### src/shared/asp_pkg.sv
// Package of register map, field layout and encodings for the async serial port
package asp_pkg;
  // ----------------------------------------
  // Register byte offsets
  // ----------------------------------------
  localparam logic [7:0] ASP_OFS_CTRL = 8'h00;
  localparam logic [7:0] ASP_OFS_DIV = 8'h04;
  localparam logic [7:0] ASP_OFS_TXDATA = 8'h08;
  localparam logic [7:0] ASP_OFS_RXDATA = 8'h0c;
  localparam logic [7:0] ASP_OFS_STATUS = 8'h10;
  localparam logic [7:0] ASP_OFS_IRQ_STAT = 8'h14;
  localparam logic [7:0] ASP_OFS_IRQ_MASK = 8'h18;
  // ----------------------------------------
  // Control fields
  // ----------------------------------------
  localparam int ASP_CTRL_PAR_LSB = 0;
  localparam int ASP_CTRL_TWO_STOP = 2;
  localparam int ASP_CTRL_REDUCED = 3;
  localparam int ASP_CTRL_RED_DIV8 = 4;
  localparam int ASP_CTRL_SRC_LSB = 5;
  localparam int ASP_CTRL_RED_SRC = 7;
  localparam int ASP_CTRL_W = 8;
  localparam logic [7:0] ASP_CTRL_RST = 8'h00;
  localparam logic [11:0] ASP_DIV_RST = 12'h007;
  // ----------------------------------------
  // Status and interrupt bits
  // ----------------------------------------
  localparam int ASP_ST_TX_BUSY = 0;
  localparam int ASP_ST_RX_FULL = 1;
  localparam int ASP_ST_RX_BUSY = 2;
  localparam int ASP_IRQ_TX_DONE = 0;
  localparam int ASP_IRQ_RX_DONE = 1;
  localparam int ASP_IRQ_FRAME = 2;
  localparam int ASP_IRQ_PARITY = 3;
  localparam int ASP_IRQ_W = 4;
  localparam logic [3:0] ASP_IRQ_MASK_RST = 4'h0;
  // ----------------------------------------
  // Encodings and bit-time counts
  // ----------------------------------------
  localparam logic [1:0] ASP_PAR_NONE = 2'h0;
  localparam logic [1:0] ASP_PAR_EVEN = 2'h1;
  localparam logic [1:0] ASP_PAR_ODD = 2'h2;
  localparam logic [1:0] ASP_SRC_SYS = 2'h0;
  localparam logic [1:0] ASP_SRC_LSC = 2'h1;
  localparam logic [1:0] ASP_SRC_MCC = 2'h2;
  localparam logic [1:0] ASP_SRC_PIN = 2'h3;
  localparam logic [12:0] ASP_MIN_PERIOD = 13'h0008;
  localparam logic [12:0] ASP_MAX_PERIOD = 13'h1000;
  localparam logic [12:0] ASP_RED_SHORT = 13'h0004;
  localparam logic [12:0] ASP_RED_LONG = 13'h0008;
  localparam logic [2:0] ASP_LAST_BIT = 3'h7;

  typedef enum logic [2:0] {ASP_IDLE, ASP_START, ASP_DATA, ASP_PAR, ASP_STOP} asp_state_t;

  function automatic logic asp_par_bit(input logic [7:0] d, input logic [1:0] mode);
    asp_par_bit = (mode == ASP_PAR_ODD) ? ~(^d) : (^d);
  endfunction
endpackage

### src/rtl/asp_src_tick.sv
// Baud source selection and edge detection, one enable per source period
`timescale 1ns/1ps
module asp_src_tick import asp_pkg::*; (
  // Clock and reset
  input wire logic hclk,
  input wire logic hresetn,
  // Selection
  input wire logic reduced,
  input wire logic red_src_timer,
  input wire logic [1:0] src_sel,
  // Source levels and pulses
  input wire logic low_speed_crystal_clock,
  input wire logic main_ceramic_clock,
  input wire logic port_baud_pin,
  input wire logic reduced_port_baud_pin,
  input wire logic fourth_general_timer_tick,
  // Output enable
  output logic src_tick
);
  logic lvl;
  logic prev_ff;
  logic nxt_prev;

  always_comb begin
    case (src_sel)
      ASP_SRC_LSC: lvl = low_speed_crystal_clock;
      ASP_SRC_MCC: lvl = main_ceramic_clock;
      ASP_SRC_PIN: lvl = port_baud_pin;
      default: lvl = 1'b0;
    endcase
    if (reduced) begin
      lvl = reduced_port_baud_pin;
    end
    nxt_prev = lvl;
    // Each rising edge of a slow source counts as one source period
    if (reduced) begin
      src_tick = red_src_timer ? fourth_general_timer_tick : (lvl & ~prev_ff);
    end else if (src_sel == ASP_SRC_SYS) begin
      src_tick = 1'b1;
    end else begin
      src_tick = lvl & ~prev_ff;
    end
  end

  always_ff @(posedge hclk or negedge hresetn) begin
    if (!hresetn) begin
      prev_ff <= 1'b0;
    end else begin
      prev_ff <= nxt_prev;
    end
  end
endmodule

### src/rtl/asp_top.sv
// Async serial port: AHB-Lite registers, transmitter, receiver, interrupts
`timescale 1ns/1ps
module asp_top import asp_pkg::*; (
  // Clock and reset
  input wire logic hclk,
  input wire logic hresetn,
  // AHB-Lite slave
  input wire logic hsel,
  input wire logic [31:0] haddr,
  input wire logic [1:0] htrans,
  input wire logic hwrite,
  input wire logic [2:0] hsize,
  input wire logic [31:0] hwdata,
  input wire logic hready,
  output logic hreadyout,
  output logic hresp,
  output logic [31:0] hrdata,
  // Serial line
  output logic txd,
  input wire logic rxd,
  // Baud sources
  input wire logic low_speed_crystal_clock,
  input wire logic main_ceramic_clock,
  input wire logic port_baud_pin,
  input wire logic reduced_port_baud_pin,
  input wire logic fourth_general_timer_tick,
  // Interrupt and wakeup
  output logic irq,
  output logic hold_release
);
  // ----------------------------------------
  // Register bus
  // ----------------------------------------
  logic wr_ff, nxt_wr;
  logic [7:0] addr_ff, nxt_addr;
  logic [31:0] hrdata_ff, nxt_hrdata;
  logic [7:0] ctrl_ff, nxt_ctrl;
  logic [11:0] div_ff, nxt_div;
  logic [3:0] mask_ff, nxt_mask;
  logic [3:0] stat_ff, nxt_stat;
  logic [7:0] rxdata_ff, nxt_rxdata;
  logic rx_full_ff, nxt_rx_full;
  logic addr_ph, wr_ph, tx_load;
  logic [3:0] events;
  asp_state_t tx_st_ff, nxt_tx_st, rx_st_ff, nxt_rx_st;

  assign addr_ph = hsel & htrans[1] & hready;
  assign wr_ph = wr_ff & hready;
  assign hreadyout = 1'b1;
  assign hresp = 1'b0;
  assign hrdata = hrdata_ff;

  function automatic logic [31:0] rd_mux(input logic [7:0] a, input logic [7:0] c, input logic [11:0] dv,
                                         input logic [7:0] rd, input logic [2:0] st, input logic [3:0] is,
                                         input logic [3:0] im);
    case (a)
      ASP_OFS_CTRL: rd_mux = {24'h000000, c};
      ASP_OFS_DIV: rd_mux = {20'h00000, dv};
      ASP_OFS_RXDATA: rd_mux = {24'h000000, rd};
      ASP_OFS_STATUS: rd_mux = {29'h00000000, st};
      ASP_OFS_IRQ_STAT: rd_mux = {28'h0000000, is};
      ASP_OFS_IRQ_MASK: rd_mux = {28'h0000000, im};
      default: rd_mux = 32'h00000000;
    endcase
  endfunction

  wire [2:0] status_w = {rx_st_ff != ASP_IDLE, rx_full_ff, tx_st_ff != ASP_IDLE};

  always_comb begin
    nxt_wr = addr_ph & hwrite;
    nxt_addr = addr_ph ? {haddr[7:2], 2'b00} : addr_ff;
    nxt_hrdata = hrdata_ff;
    if (addr_ph & ~hwrite) begin
      nxt_hrdata = rd_mux({haddr[7:2], 2'b00}, ctrl_ff, div_ff, rxdata_ff, status_w, stat_ff, mask_ff);
    end
    nxt_ctrl = ctrl_ff;
    nxt_div = div_ff;
    nxt_mask = mask_ff;
    if (wr_ph && addr_ff == ASP_OFS_CTRL) begin
      nxt_ctrl = hwdata[7:0];
    end
    if (wr_ph && addr_ff == ASP_OFS_DIV) begin
      nxt_div = hwdata[11:0];
    end
    if (wr_ph && addr_ff == ASP_OFS_IRQ_MASK) begin
      nxt_mask = hwdata[3:0];
    end
    // Hardware set wins over a simultaneous write-one clear
    nxt_stat = stat_ff;
    if (wr_ph && addr_ff == ASP_OFS_IRQ_STAT) begin
      nxt_stat = stat_ff & ~hwdata[3:0];
    end
    nxt_stat = nxt_stat | events;
  end

  assign tx_load = wr_ph && addr_ff == ASP_OFS_TXDATA && tx_st_ff == ASP_IDLE;
  assign irq = |(stat_ff & mask_ff);
  assign hold_release = irq;

  always_ff @(posedge hclk or negedge hresetn) begin
    if (!hresetn) begin
      wr_ff <= 1'b0;
      addr_ff <= 8'h00;
      hrdata_ff <= 32'h00000000;
      ctrl_ff <= ASP_CTRL_RST;
      div_ff <= ASP_DIV_RST;
      mask_ff <= ASP_IRQ_MASK_RST;
      stat_ff <= 4'h0;
    end else begin
      wr_ff <= nxt_wr;
      addr_ff <= nxt_addr;
      hrdata_ff <= nxt_hrdata;
      ctrl_ff <= nxt_ctrl;
      div_ff <= nxt_div;
      mask_ff <= nxt_mask;
      stat_ff <= nxt_stat;
    end
  end

  // ----------------------------------------
  // Bit timing
  // ----------------------------------------
  logic [1:0] par_mode;
  logic reduced, two_stop, src_tick;
  logic [12:0] period, half;
  assign par_mode = ctrl_ff[ASP_CTRL_PAR_LSB +: 2];
  assign reduced = ctrl_ff[ASP_CTRL_REDUCED];
  assign two_stop = ctrl_ff[ASP_CTRL_TWO_STOP] & ~reduced;

  always_comb begin
    if (reduced) begin
      period = ctrl_ff[ASP_CTRL_RED_DIV8] ? ASP_RED_LONG : ASP_RED_SHORT;
    end else if ({1'b0, div_ff} + 13'h0001 < ASP_MIN_PERIOD) begin
      period = ASP_MIN_PERIOD;
    end else begin
      period = {1'b0, div_ff} + 13'h0001;
    end
    half = period >> 1;
  end

  asp_src_tick u_src (
    .hclk(hclk),
    .hresetn(hresetn),
    .reduced(reduced),
    .red_src_timer(ctrl_ff[ASP_CTRL_RED_SRC]),
    .src_sel(ctrl_ff[ASP_CTRL_SRC_LSB +: 2]),
    .low_speed_crystal_clock(low_speed_crystal_clock),
    .main_ceramic_clock(main_ceramic_clock),
    .port_baud_pin(port_baud_pin),
    .reduced_port_baud_pin(reduced_port_baud_pin),
    .fourth_general_timer_tick(fourth_general_timer_tick),
    .src_tick(src_tick)
  );

  // ----------------------------------------
  // Transmitter
  // ----------------------------------------
  logic [12:0] tx_cnt_ff, nxt_tx_cnt;
  logic [2:0] tx_bit_ff, nxt_tx_bit;
  logic [7:0] tx_sh_ff, nxt_tx_sh;
  logic txd_ff, nxt_txd, tx_par_ff, nxt_tx_par, tx_done;
  assign txd = txd_ff;

  always_comb begin
    nxt_tx_st = tx_st_ff;
    nxt_tx_cnt = tx_cnt_ff;
    nxt_tx_bit = tx_bit_ff;
    nxt_tx_sh = tx_sh_ff;
    nxt_txd = txd_ff;
    nxt_tx_par = tx_par_ff;
    tx_done = 1'b0;
    if (tx_st_ff == ASP_IDLE) begin
      nxt_txd = 1'b1;
      if (tx_load) begin
        nxt_tx_sh = hwdata[7:0];
        nxt_tx_par = asp_par_bit(hwdata[7:0], par_mode);
        nxt_tx_st = ASP_START;
        nxt_txd = 1'b0;
        nxt_tx_cnt = 13'h0000;
      end
    end else if (src_tick) begin
      nxt_tx_cnt = tx_cnt_ff + 13'h0001;
      if (tx_cnt_ff == period - 13'h0001) begin
        nxt_tx_cnt = 13'h0000;
        case (tx_st_ff)
          ASP_START: begin
            nxt_tx_st = ASP_DATA;
            nxt_tx_bit = 3'h0;
            nxt_txd = tx_sh_ff[0];
          end
          ASP_DATA: begin
            nxt_tx_sh = tx_sh_ff >> 1;
            nxt_tx_bit = tx_bit_ff + 3'h1;
            nxt_txd = tx_sh_ff[1];
            if (tx_bit_ff == ASP_LAST_BIT) begin
              nxt_tx_bit = 3'h0;
              nxt_tx_st = (par_mode == ASP_PAR_NONE) ? ASP_STOP : ASP_PAR;
              nxt_txd = (par_mode == ASP_PAR_NONE) ? 1'b1 : tx_par_ff;
            end
          end
          ASP_PAR: begin
            nxt_tx_st = ASP_STOP;
            nxt_txd = 1'b1;
          end
          ASP_STOP: begin
            if (two_stop && tx_bit_ff == 3'h0) begin
              nxt_tx_bit = 3'h1;
            end else begin
              nxt_tx_st = ASP_IDLE;
              tx_done = 1'b1;
            end
          end
          default: nxt_tx_st = ASP_IDLE;
        endcase
      end
    end
  end

  always_ff @(posedge hclk or negedge hresetn) begin
    if (!hresetn) begin
      tx_st_ff <= ASP_IDLE;
      tx_cnt_ff <= 13'h0000;
      tx_bit_ff <= 3'h0;
      tx_sh_ff <= 8'h00;
      txd_ff <= 1'b1;
      tx_par_ff <= 1'b0;
    end else begin
      tx_st_ff <= nxt_tx_st;
      tx_cnt_ff <= nxt_tx_cnt;
      tx_bit_ff <= nxt_tx_bit;
      tx_sh_ff <= nxt_tx_sh;
      txd_ff <= nxt_txd;
      tx_par_ff <= nxt_tx_par;
    end
  end

  // ----------------------------------------
  // Receiver, independent of the transmitter
  // ----------------------------------------
  logic [12:0] rx_cnt_ff, nxt_rx_cnt;
  logic [2:0] rx_bit_ff, nxt_rx_bit;
  logic [7:0] rx_sh_ff, nxt_rx_sh;
  logic rx_perr_ff, nxt_rx_perr, rx_done, rx_ferr, rx_rd;
  assign rx_rd = addr_ph & ~hwrite & ({haddr[7:2], 2'b00} == ASP_OFS_RXDATA);

  always_comb begin
    nxt_rx_st = rx_st_ff;
    nxt_rx_cnt = rx_cnt_ff;
    nxt_rx_bit = rx_bit_ff;
    nxt_rx_sh = rx_sh_ff;
    nxt_rx_perr = rx_perr_ff;
    nxt_rxdata = rxdata_ff;
    nxt_rx_full = rx_full_ff & ~rx_rd;
    rx_done = 1'b0;
    rx_ferr = 1'b0;
    if (rx_st_ff == ASP_IDLE) begin
      if (!rxd) begin
        nxt_rx_st = ASP_START;
        nxt_rx_cnt = 13'h0000;
        nxt_rx_perr = 1'b0;
      end
    end else if (src_tick) begin
      nxt_rx_cnt = rx_cnt_ff + 13'h0001;
      // Start bit is checked at its middle, so every later sample is mid-bit
      if (rx_st_ff == ASP_START) begin
        if (rx_cnt_ff == half - 13'h0001) begin
          nxt_rx_cnt = 13'h0000;
          nxt_rx_bit = 3'h0;
          nxt_rx_st = rxd ? ASP_IDLE : ASP_DATA;
        end
      end else if (rx_cnt_ff == period - 13'h0001) begin
        nxt_rx_cnt = 13'h0000;
        case (rx_st_ff)
          ASP_DATA: begin
            nxt_rx_sh = {rxd, rx_sh_ff[7:1]};
            nxt_rx_bit = rx_bit_ff + 3'h1;
            if (rx_bit_ff == ASP_LAST_BIT) begin
              nxt_rx_st = (par_mode == ASP_PAR_NONE) ? ASP_STOP : ASP_PAR;
            end
          end
          ASP_PAR: begin
            nxt_rx_perr = rxd != asp_par_bit(rx_sh_ff, par_mode);
            nxt_rx_st = ASP_STOP;
          end
          ASP_STOP: begin
            // Only the first stop bit is checked; a second one is idle line
            rx_done = 1'b1;
            rx_ferr = ~rxd;
            nxt_rxdata = rx_sh_ff;
            nxt_rx_full = 1'b1;
            nxt_rx_st = ASP_IDLE;
          end
          default: nxt_rx_st = ASP_IDLE;
        endcase
      end
    end
  end

  assign events = {rx_done & rx_perr_ff, rx_ferr, rx_done, tx_done};

  always_ff @(posedge hclk or negedge hresetn) begin
    if (!hresetn) begin
      rx_st_ff <= ASP_IDLE;
      rx_cnt_ff <= 13'h0000;
      rx_bit_ff <= 3'h0;
      rx_sh_ff <= 8'h00;
      rx_perr_ff <= 1'b0;
      rxdata_ff <= 8'h00;
      rx_full_ff <= 1'b0;
    end else begin
      rx_st_ff <= nxt_rx_st;
      rx_cnt_ff <= nxt_rx_cnt;
      rx_bit_ff <= nxt_rx_bit;
      rx_sh_ff <= nxt_rx_sh;
      rx_perr_ff <= nxt_rx_perr;
      rxdata_ff <= nxt_rxdata;
      rx_full_ff <= nxt_rx_full;
    end
  end

  // ----------------------------------------
  // Checks
  // ----------------------------------------
  a_tx_start_low: assert property (@(posedge hclk) disable iff (!hresetn)
    tx_load |=> (tx_st_ff == ASP_START && !txd)) else $error("start bit not low");
  a_tx_lsb_first: assert property (@(posedge hclk) disable iff (!hresetn)
    (tx_st_ff == ASP_START && nxt_tx_st == ASP_DATA) |=> (txd == $past(tx_sh_ff[0]))) else $error("lsb not first");
  a_tx_stop_high: assert property (@(posedge hclk) disable iff (!hresetn)
    (tx_st_ff == ASP_STOP || tx_st_ff == ASP_IDLE) |-> txd) else $error("stop bit not high");
  a_period_range: assert property (@(posedge hclk) disable iff (!hresetn)
    !reduced |-> (period >= ASP_MIN_PERIOD && period <= ASP_MAX_PERIOD)) else $error("bit time out of range");
  a_reduced_period: assert property (@(posedge hclk) disable iff (!hresetn)
    reduced |-> (period == ASP_RED_SHORT || period == ASP_RED_LONG)) else $error("reduced bit time bad");
  a_reduced_stop: assert property (@(posedge hclk) disable iff (!hresetn)
    (reduced && tx_done) |-> (tx_bit_ff == 3'h0)) else $error("reduced port sent two stops");
  a_frame_err: assert property (@(posedge hclk) disable iff (!hresetn)
    (rx_st_ff == ASP_STOP && src_tick && rx_cnt_ff == period - 13'h0001 && !rxd)
    |=> stat_ff[ASP_IRQ_FRAME]) else $error("framing error lost");
  a_irq_wake: assert property (@(posedge hclk) disable iff (!hresetn)
    (events[ASP_IRQ_RX_DONE] && mask_ff[ASP_IRQ_RX_DONE]) |=> (irq && hold_release)) else $error("no wake on rx");
endmodule

### config.mk
export PLATFORM = sky130hd
export DESIGN_NAME = asp_top
export DESIGN_NICKNAME = d
export VERILOG_FILES = /design/src/shared/asp_pkg.sv /design/src/rtl/asp_src_tick.sv /design/src/rtl/asp_top.sv
export SDC_FILE = /design/constraint.sdc
export NUM_CORES = 1
export LEC_CHECK = 0
export BUFFER_PORTS_ARGS = -buffer_cell sky130_fd_sc_hd__buf_2
export CORE_UTILIZATION = 50
export DETAILED_ROUTE_END_ITERATION = 6
export PLACE_DENSITY = 0.71
export RECOVER_POWER = 25
export SLEW_MARGIN = 20
export SYNTH_ARGS = -nofsm -noshare
export SYNTH_HDL_FRONTEND = slang
export SYNTH_HIERARCHICAL = 1
export SYNTH_SLANG_ARGS = --single-unit
### constraint.sdc
create_clock -name hclk -period 6.4 [get_ports hclk]
set_input_delay 0.32 -clock hclk [delete_from_list [all_inputs] [get_ports hclk]]
set_output_delay 0.32 -clock hclk [all_outputs]
set_load 0.01 [all_outputs]
# Word-level counts from Yosys, hierarchy flattened
# Index checks and enable logic that the tools add are counted.
# classes
n_addsub	7
magnitude_cmp	1
eq_ne	36
n_mux	84
bitwise	24
n_reduce_logical	42
# op_table
operator	count
2-to-1 mux 13 bit	12
case mux 12 bit (6 select lines)	1
2-to-1 mux 3 bit	20
2-to-1 mux 8 bit	5
equality test 13 bit	3
2-to-1 mux 1 bit	38
AND reduction 5 bit	7
equality test 6 x 3 -> 1 bit (second input constant)	5
adder 13 x 1 -> 13 bit (second input constant)	2
nonzero test 2 bit	8
XOR reduction 8 bit	2
adder 12 x 1 -> 13 bit (second input constant)	1
< comparator 13 x 4 -> 1 bit (second input constant)	1
subtractor 12 x 1 -> 13 bit (second input constant)	1
subtractor 13 x 1 -> 13 bit (second input constant)	1
equality test 3 x 2 -> 1 bit (second input constant)	4
equality test 3 bit (second input constant)	4
equality test 6 x 1 -> 1 bit (second input constant)	2
equality test 6 x 2 -> 1 bit (second input constant)	2
case mux 3 bit (4 select lines)	1
nonzero test 3 bit	4
bitwise AND 1 bit	10
inverter 1 bit	10
logical NOT 3 bit	3
other kinds (27)	47
# totals
ff_bits	134
in_bits	80
output_inout_bits	37
wordCells	215

# Longest topological paths before layout
# logic_depth
word_depth	12
mapped_depth	21
depth_no_buf	18

# By module
# The synthesis kept the hierarchy.
# by_module_without_submodules
module	instances	cells_per_inst	area_per_inst_um2	seq_area_each_um2
asp_top	1	909	8227.9	2832.7
asp_src_tick	1	12	110.1	25.0

# Least setup slack after synthesis
# No wires, ideal clock.
# synth_timing
path_kind	register -> register
start	reg div_ff[0]
end	reg tx_bit_ff[0]
setup_ns	0.127
arrival_ns	5.218
t_required_ns	6.273
path_slack_ns	1.055
path_stages_with_launch	20
path_buffers	1
synth_period_minus_slack_ns	5.345
path_cell_list	dfstp_2 -> ha_1 -> nand2_1 -> or4_4 -> o31ai_4 -> and3_1 -> buf_2 -> a21oi_1 -> nand2_1 -> ha_1 -> nand2b_1 -> o21ai_1 -> nand3_1 -> a211o_1 -> a31o_2 -> a2111oi_0 -> nand4_1 -> or4_4 -> o21ba_4 -> mux2_1
# synth_via
elab_chain_len	7
# synth_lines
item	line	rtl
from (decl)	asp_top.sv:38	logic [11:0] div_ff, nxt_div;
from (signal assigned)	asp_top.sv:114	div_ff <= nxt_div;
adder 12 x 1 -> 13 bit (*)	asp_top.sv:133, asp_top.sv:136	
< comparator 13 x 4 -> 1 bit	asp_top.sv:133	end else if ({1'b0, div_ff} + 13'h0001 < ASP_MIN_PERIOD) begin
2-to-1 mux 13 bit (*)	asp_top.sv:133	
2-to-1 mux 13 bit (*)	asp_top.sv:131	if (reduced) begin
subtractor 13 x 1 -> 13 bit (*)	asp_top.sv:183	if (tx_cnt_ff == period - 13'h0001) begin
equality test 13 bit (*)	asp_top.sv:183	
AND reduction 5 bit (no line) (*)	--	
to (signal assigned)	asp_top.sv:230	tx_bit_ff <= nxt_tx_bit;
to (decl)	asp_top.sv:159	logic [2:0] tx_bit_ff, nxt_tx_bit;
# Every way passes the cells marked *; elsewhere a longest branch is shown, timed or not.
# A chain may end at the register's enable or synchronous reset.

# Final worst setup path
# layout_timing
start	reg div_ff[0]
end	reg stat_ff[2]
# layout_via
elab_chain_len	11
# layout_lines
item	line	rtl
adder 12 x 1 -> 13 bit (*)	asp_top.sv:133, asp_top.sv:136	
< comparator 13 x 4 -> 1 bit	asp_top.sv:133	
2-to-1 mux 13 bit (*)	asp_top.sv:133	
2-to-1 mux 13 bit (*)	asp_top.sv:131	
subtractor 13 x 1 -> 13 bit (*)	asp_top.sv:271	end else if (rx_cnt_ff == period - 13'h0001) begin
equality test 13 bit (*)	asp_top.sv:271	
2-to-1 mux 1 bit (*)	asp_top.sv:271	
2-to-1 mux 1 bit (*)	asp_top.sv:265	if (rx_st_ff == ASP_START) begin
2-to-1 mux 1 bit (*)	asp_top.sv:262	end else if (src_tick) begin
2-to-1 mux 1 bit (*)	asp_top.sv:256	if (rx_st_ff == ASP_IDLE) begin
bitwise OR 4 bit (*)	asp_top.sv:93	nxt_stat = nxt_stat | events;
named net nxt_stat[2]	asp_top.sv:40	logic [3:0] stat_ff, nxt_stat;
to (signal assigned)	asp_top.sv:116	stat_ff <= nxt_stat;
to (decl)	asp_top.sv:40	
# The timed path passes the listed nets; every way through them passes the cells marked *.

==> qor_table.md <==
| Parameter | Value | Unit |
|---|---|---|
| Sink count of the clock tree | 114 | - |
| Remaining global-route overflow | 0 | - |
| Relative max-transition margin | -74.8 | % |
| Longest Clk Path Bufs | 2 | - |
| Final hold violations | 0 | - |
| Power consumption | 0.00260 | W |
| Final Wtd Congestion | 0.938 | - |
| Clock insertion delay at the later pin of the skew report | 420 | ps |
| # IOs | 117 | - |
| Routed wl met2 | 10.4 | mm |
| Iteration count of the initial detailed-routing pass | 6 | - |
| DP Worst Slack | 589 | ps |
| Initial antenna violation count | 0 | - |
| Die width | 131 | um |
| Number of register bits inferred by synthesis | 114 | - |
| Pin count of the biggest net entering global routing | 67 | - |
| Smallest setup slack after layout | 451 | ps |
| Wire length reported by the detailed router | 22.5 | mm |
| Category of the most critical setup path | flop to flop | - |
| Vias in the first global route | 6992 | - |
| Final standard cell utilization of the core | 58.1 | % |
| Crit Path Max Fanout | 15 | - |
| Number of nets in the layout | 1045 | - |
| Mean instance size in the synthesized netlist | 9.05 | sq um |
| DR top layer | met4 | - |
| Worst ir drop on vdd | 0.252 | mV |
| Layout area overhead | 11.9 | % |
| Classification of the worst-slack hold path | input port to flop | - |
| Aggregate global-route resource usage | 27.1 | % |
| Number of buffers inserted during clock tree synthesis | 17 | - |
| Cell type with the highest aggregate area in the netlist | dfrtp_1 | - |
| Synthesized area | 8340 | sq um |
| Wire length of the first global-routing pass | 36.9 | mm |
| Failing checks | capacitance limit, slew limit | - |
| Reported leakage power | 4.18 | nW |
| Distinct cell type count of the synthesized netlist | 93 | - |
| WL met1 | 10.1 | mm |
| Primary FF master, synth | dfrtp_1 | - |
| Placeable Area | 16100 | sq um |
| Critical path endpoint category | flop | - |
| Detailed-route wire length per cell | 19.0 | um |
| Port buffer count | 44 | - |
| Synth top area share | 33.0 | % |
| Vias | 7393 | - |
| Most repeated cell in the gate-level netlist after synthesis | dfrtp_1 | - |
| Vertical die dimension | 131 | um |
| Post-synth EDFFs | 0 | - |
| Remaining routing DRC violations | 0 | - |
| Sequential cell area | 2860 | sq um |
| H-tree levels | 4 | - |
| Setup crit start kind | flop | - |
| Area contributors post-synth | dfrtp_1 (33%), mux2_2 (8.2%), xnor2_1 (4.6%), nand2_1 (3.8%), nor2_1 (3.0%) | - |
| Data required time at the worst endpoint | 6720 | ps |
| Max-cap violation count | 1 | - |
| Number of filler instances in the final layout | 1414 | - |
| Pwr Density | 279 | nW/um^2 |
| Async set-reset flop share out of synthesis | 100 | % |
| Fraction of layout instances using a drive strength above 1 | 20.6 | % |
| Peak clock frequency supported by timing | 168 | MHz |
| Synth Warn # | 6 | - |
| Hold depth | 3 | - |
| Worst clock skew | 14.0 | ps |
| Sequential share of the synthesized area | 34.3 | % |
| Synthesized instance count | 921 | - |
| Slew at the pin with the worst max-slew slack | 2620 | ps |
| Number of DRC violations after detailed-routing iteration 0 | 624 | - |
| Per-cell via count in the routed design | 6.25 | - |
| Worst R2R Path Depth | 21 | - |
| Setup TNS | 0 | ps |
| Diodes inserted | 0 | - |
| Combined area of the multi-input logic cells | 5060 | sq um |
| Number of instances resized during post-cts repair | 0 | - |
| Max-slew violation count | 50 | - |
| Final number of setup-violating endpoints | 0 | - |
| Std cell rows | 46 | - |
| Final cycle utilization of the critical path | 92.9 | % |
| Min Clock Period, post-route | 5950 | ps |
| CTS root buf | clkbuf_16 | - |
| Run status | finished with violations | - |
| Effective utilization at floorplan | 51.9 | % |
| Die area | 17200 | sq um |
| HPWL after DPL | 16.0 | mm |
| Clock tree from TritonCTS | built | - |
| Clock transition at the registers of the reported paths | 60 | ps |
| RSZ-0062 raised after global routing | false | - |
| Met3 routed wirelength | 1.40 | mm |
| Endpoint arrival time on the critical path | 6270 | ps |
| Final antenna-violating net count | 0 | - |
| Top cell types by occurrence after synthesis | dfrtp_1 (110), nand2_1 (85), nor2_1 (66) | - |
-- worst paths after layout --
check | start | end | slack [ps]
min in group asynchronous | hresetn | wr_ff$_DFF_PN0_ | 1270
setup reg to reg | div_ff[0]$_DFFE_PN1P_ | stat_ff[2]$_DFF_PN0_ | 450
hold reg to reg | rx_full_ff$_DFF_PN0_ | rx_full_ff$_DFF_PN0_ | 480
setup / recovery | div_ff[0]$_DFFE_PN1P_ | stat_ff[2]$_DFF_PN0_ | 450
max in group asynchronous | hresetn | rx_cnt_ff[1]$_DFFE_PN0P_ | 3150
hold / removal | hwdata[10] | div_ff[10]$_DFFE_PN0P_ | 110
-- routing by layer --
layer	track usage (%)	vias up
met5	0	-
met4	11.2	0
met3	5.52	46
met2	41.9	314
met1	37.0	3612
li1	-	3421
-- logic make-up after synthesis --
group	count (synthesis)	synth area share, %
DFF	114	34.3
xor gates and xnor gates	69	7.58
other	2	0.0901
and+or+nand+nor	340	21.3
AOI/OAI and AO/OA	199	18.2
buffers and inverters	106	6.05
adders and majority gates	11	1.65
muxes	80	10.9
-- worst max-delay path, stage by stage, from the launching register on --
cell	delay (ps)
dfstp_2	740
ha_1	280
nand2_1	150
or4_4	460
o31ai_4	400
and3_1	250
buf_4	210
a211oi_1	130
inv_1	80
ha_1	260
nand2b_1	90
o21ai_1	390
buf_4	220
nand2_1	70
nor2_1	150
o221ai_1	160
a2111oi_1	390
nor4b_4	430
nand2_2	100
or3_4	480
buf_4	190
o21ai_0	210
-- state kept, by name (all words and copies together), names as in the netlist, 4 cells and up --
signal and cells:
stat_ff 4, mask_ff 4, hrdata 12, addr_ff 6, rxdata_ff 8, div_ff 12, rx_cnt_ff 13, tx_sh_ff 8
tx_cnt_ff 13, rx_sh_ff 8, ctrl_ff 8
-- area by class of cell --
cell class	instances	area share, %
Timing Repair Buffer	77	4.92
Inverter	23	0.926
Sequential cell	114	30.6
Tap cell	216	2.90
Clock inverter	15	1.85
Clock buffer	17	4.56
Multi-Input combinational cell	721	54.2
-- cells in the final DEF (no fill, tap or decap), drive strengths merged, types with 28 or more instances in the layout --
master / synthesis / final
nor3: 31 / 31
xnor2: 44 / 44
nand2: 86 / 86
nand3: 38 / 38
buf: 35 / 69
nor2: 66 / 66
a21oi: 36 / 36
o21ai: 28 / 28
inv: 22 / 30
mux2: 69 / 69
dfrtp: 110 / 110
-- what timing repair did --
| item | 4_1_cts | 5_1_grt |
|---|---|---|
| hold buffers | 1 | 0 |
| setup buffers | 0 | 0 |
| hold endpoints to repair | 46 | 0 |
-- where the power goes --
| group | internal (W) | switching (W) | total, W |
|---|---|---|---|
| Sequential | 0.000794 | 0.000117 | 0.000912 |
| Combinational | 0.000290 | 0.000434 | 0.000725 |
| Clock | 0.000585 | 0.000383 | 0.000969 |
-- stage by stage --
step           cells  cell area (sq um)  hold WS, ps
2_1_floorplan    941               8410         24.4
3_3_place_gp    1150               8730          373
3_5_place_dp    1150               8730          378
4_1_cts         1183               9340         93.8
5_1_grt         1183               9330          104
6_report        1183               9330          105
(Power assumes the default switching activity.)
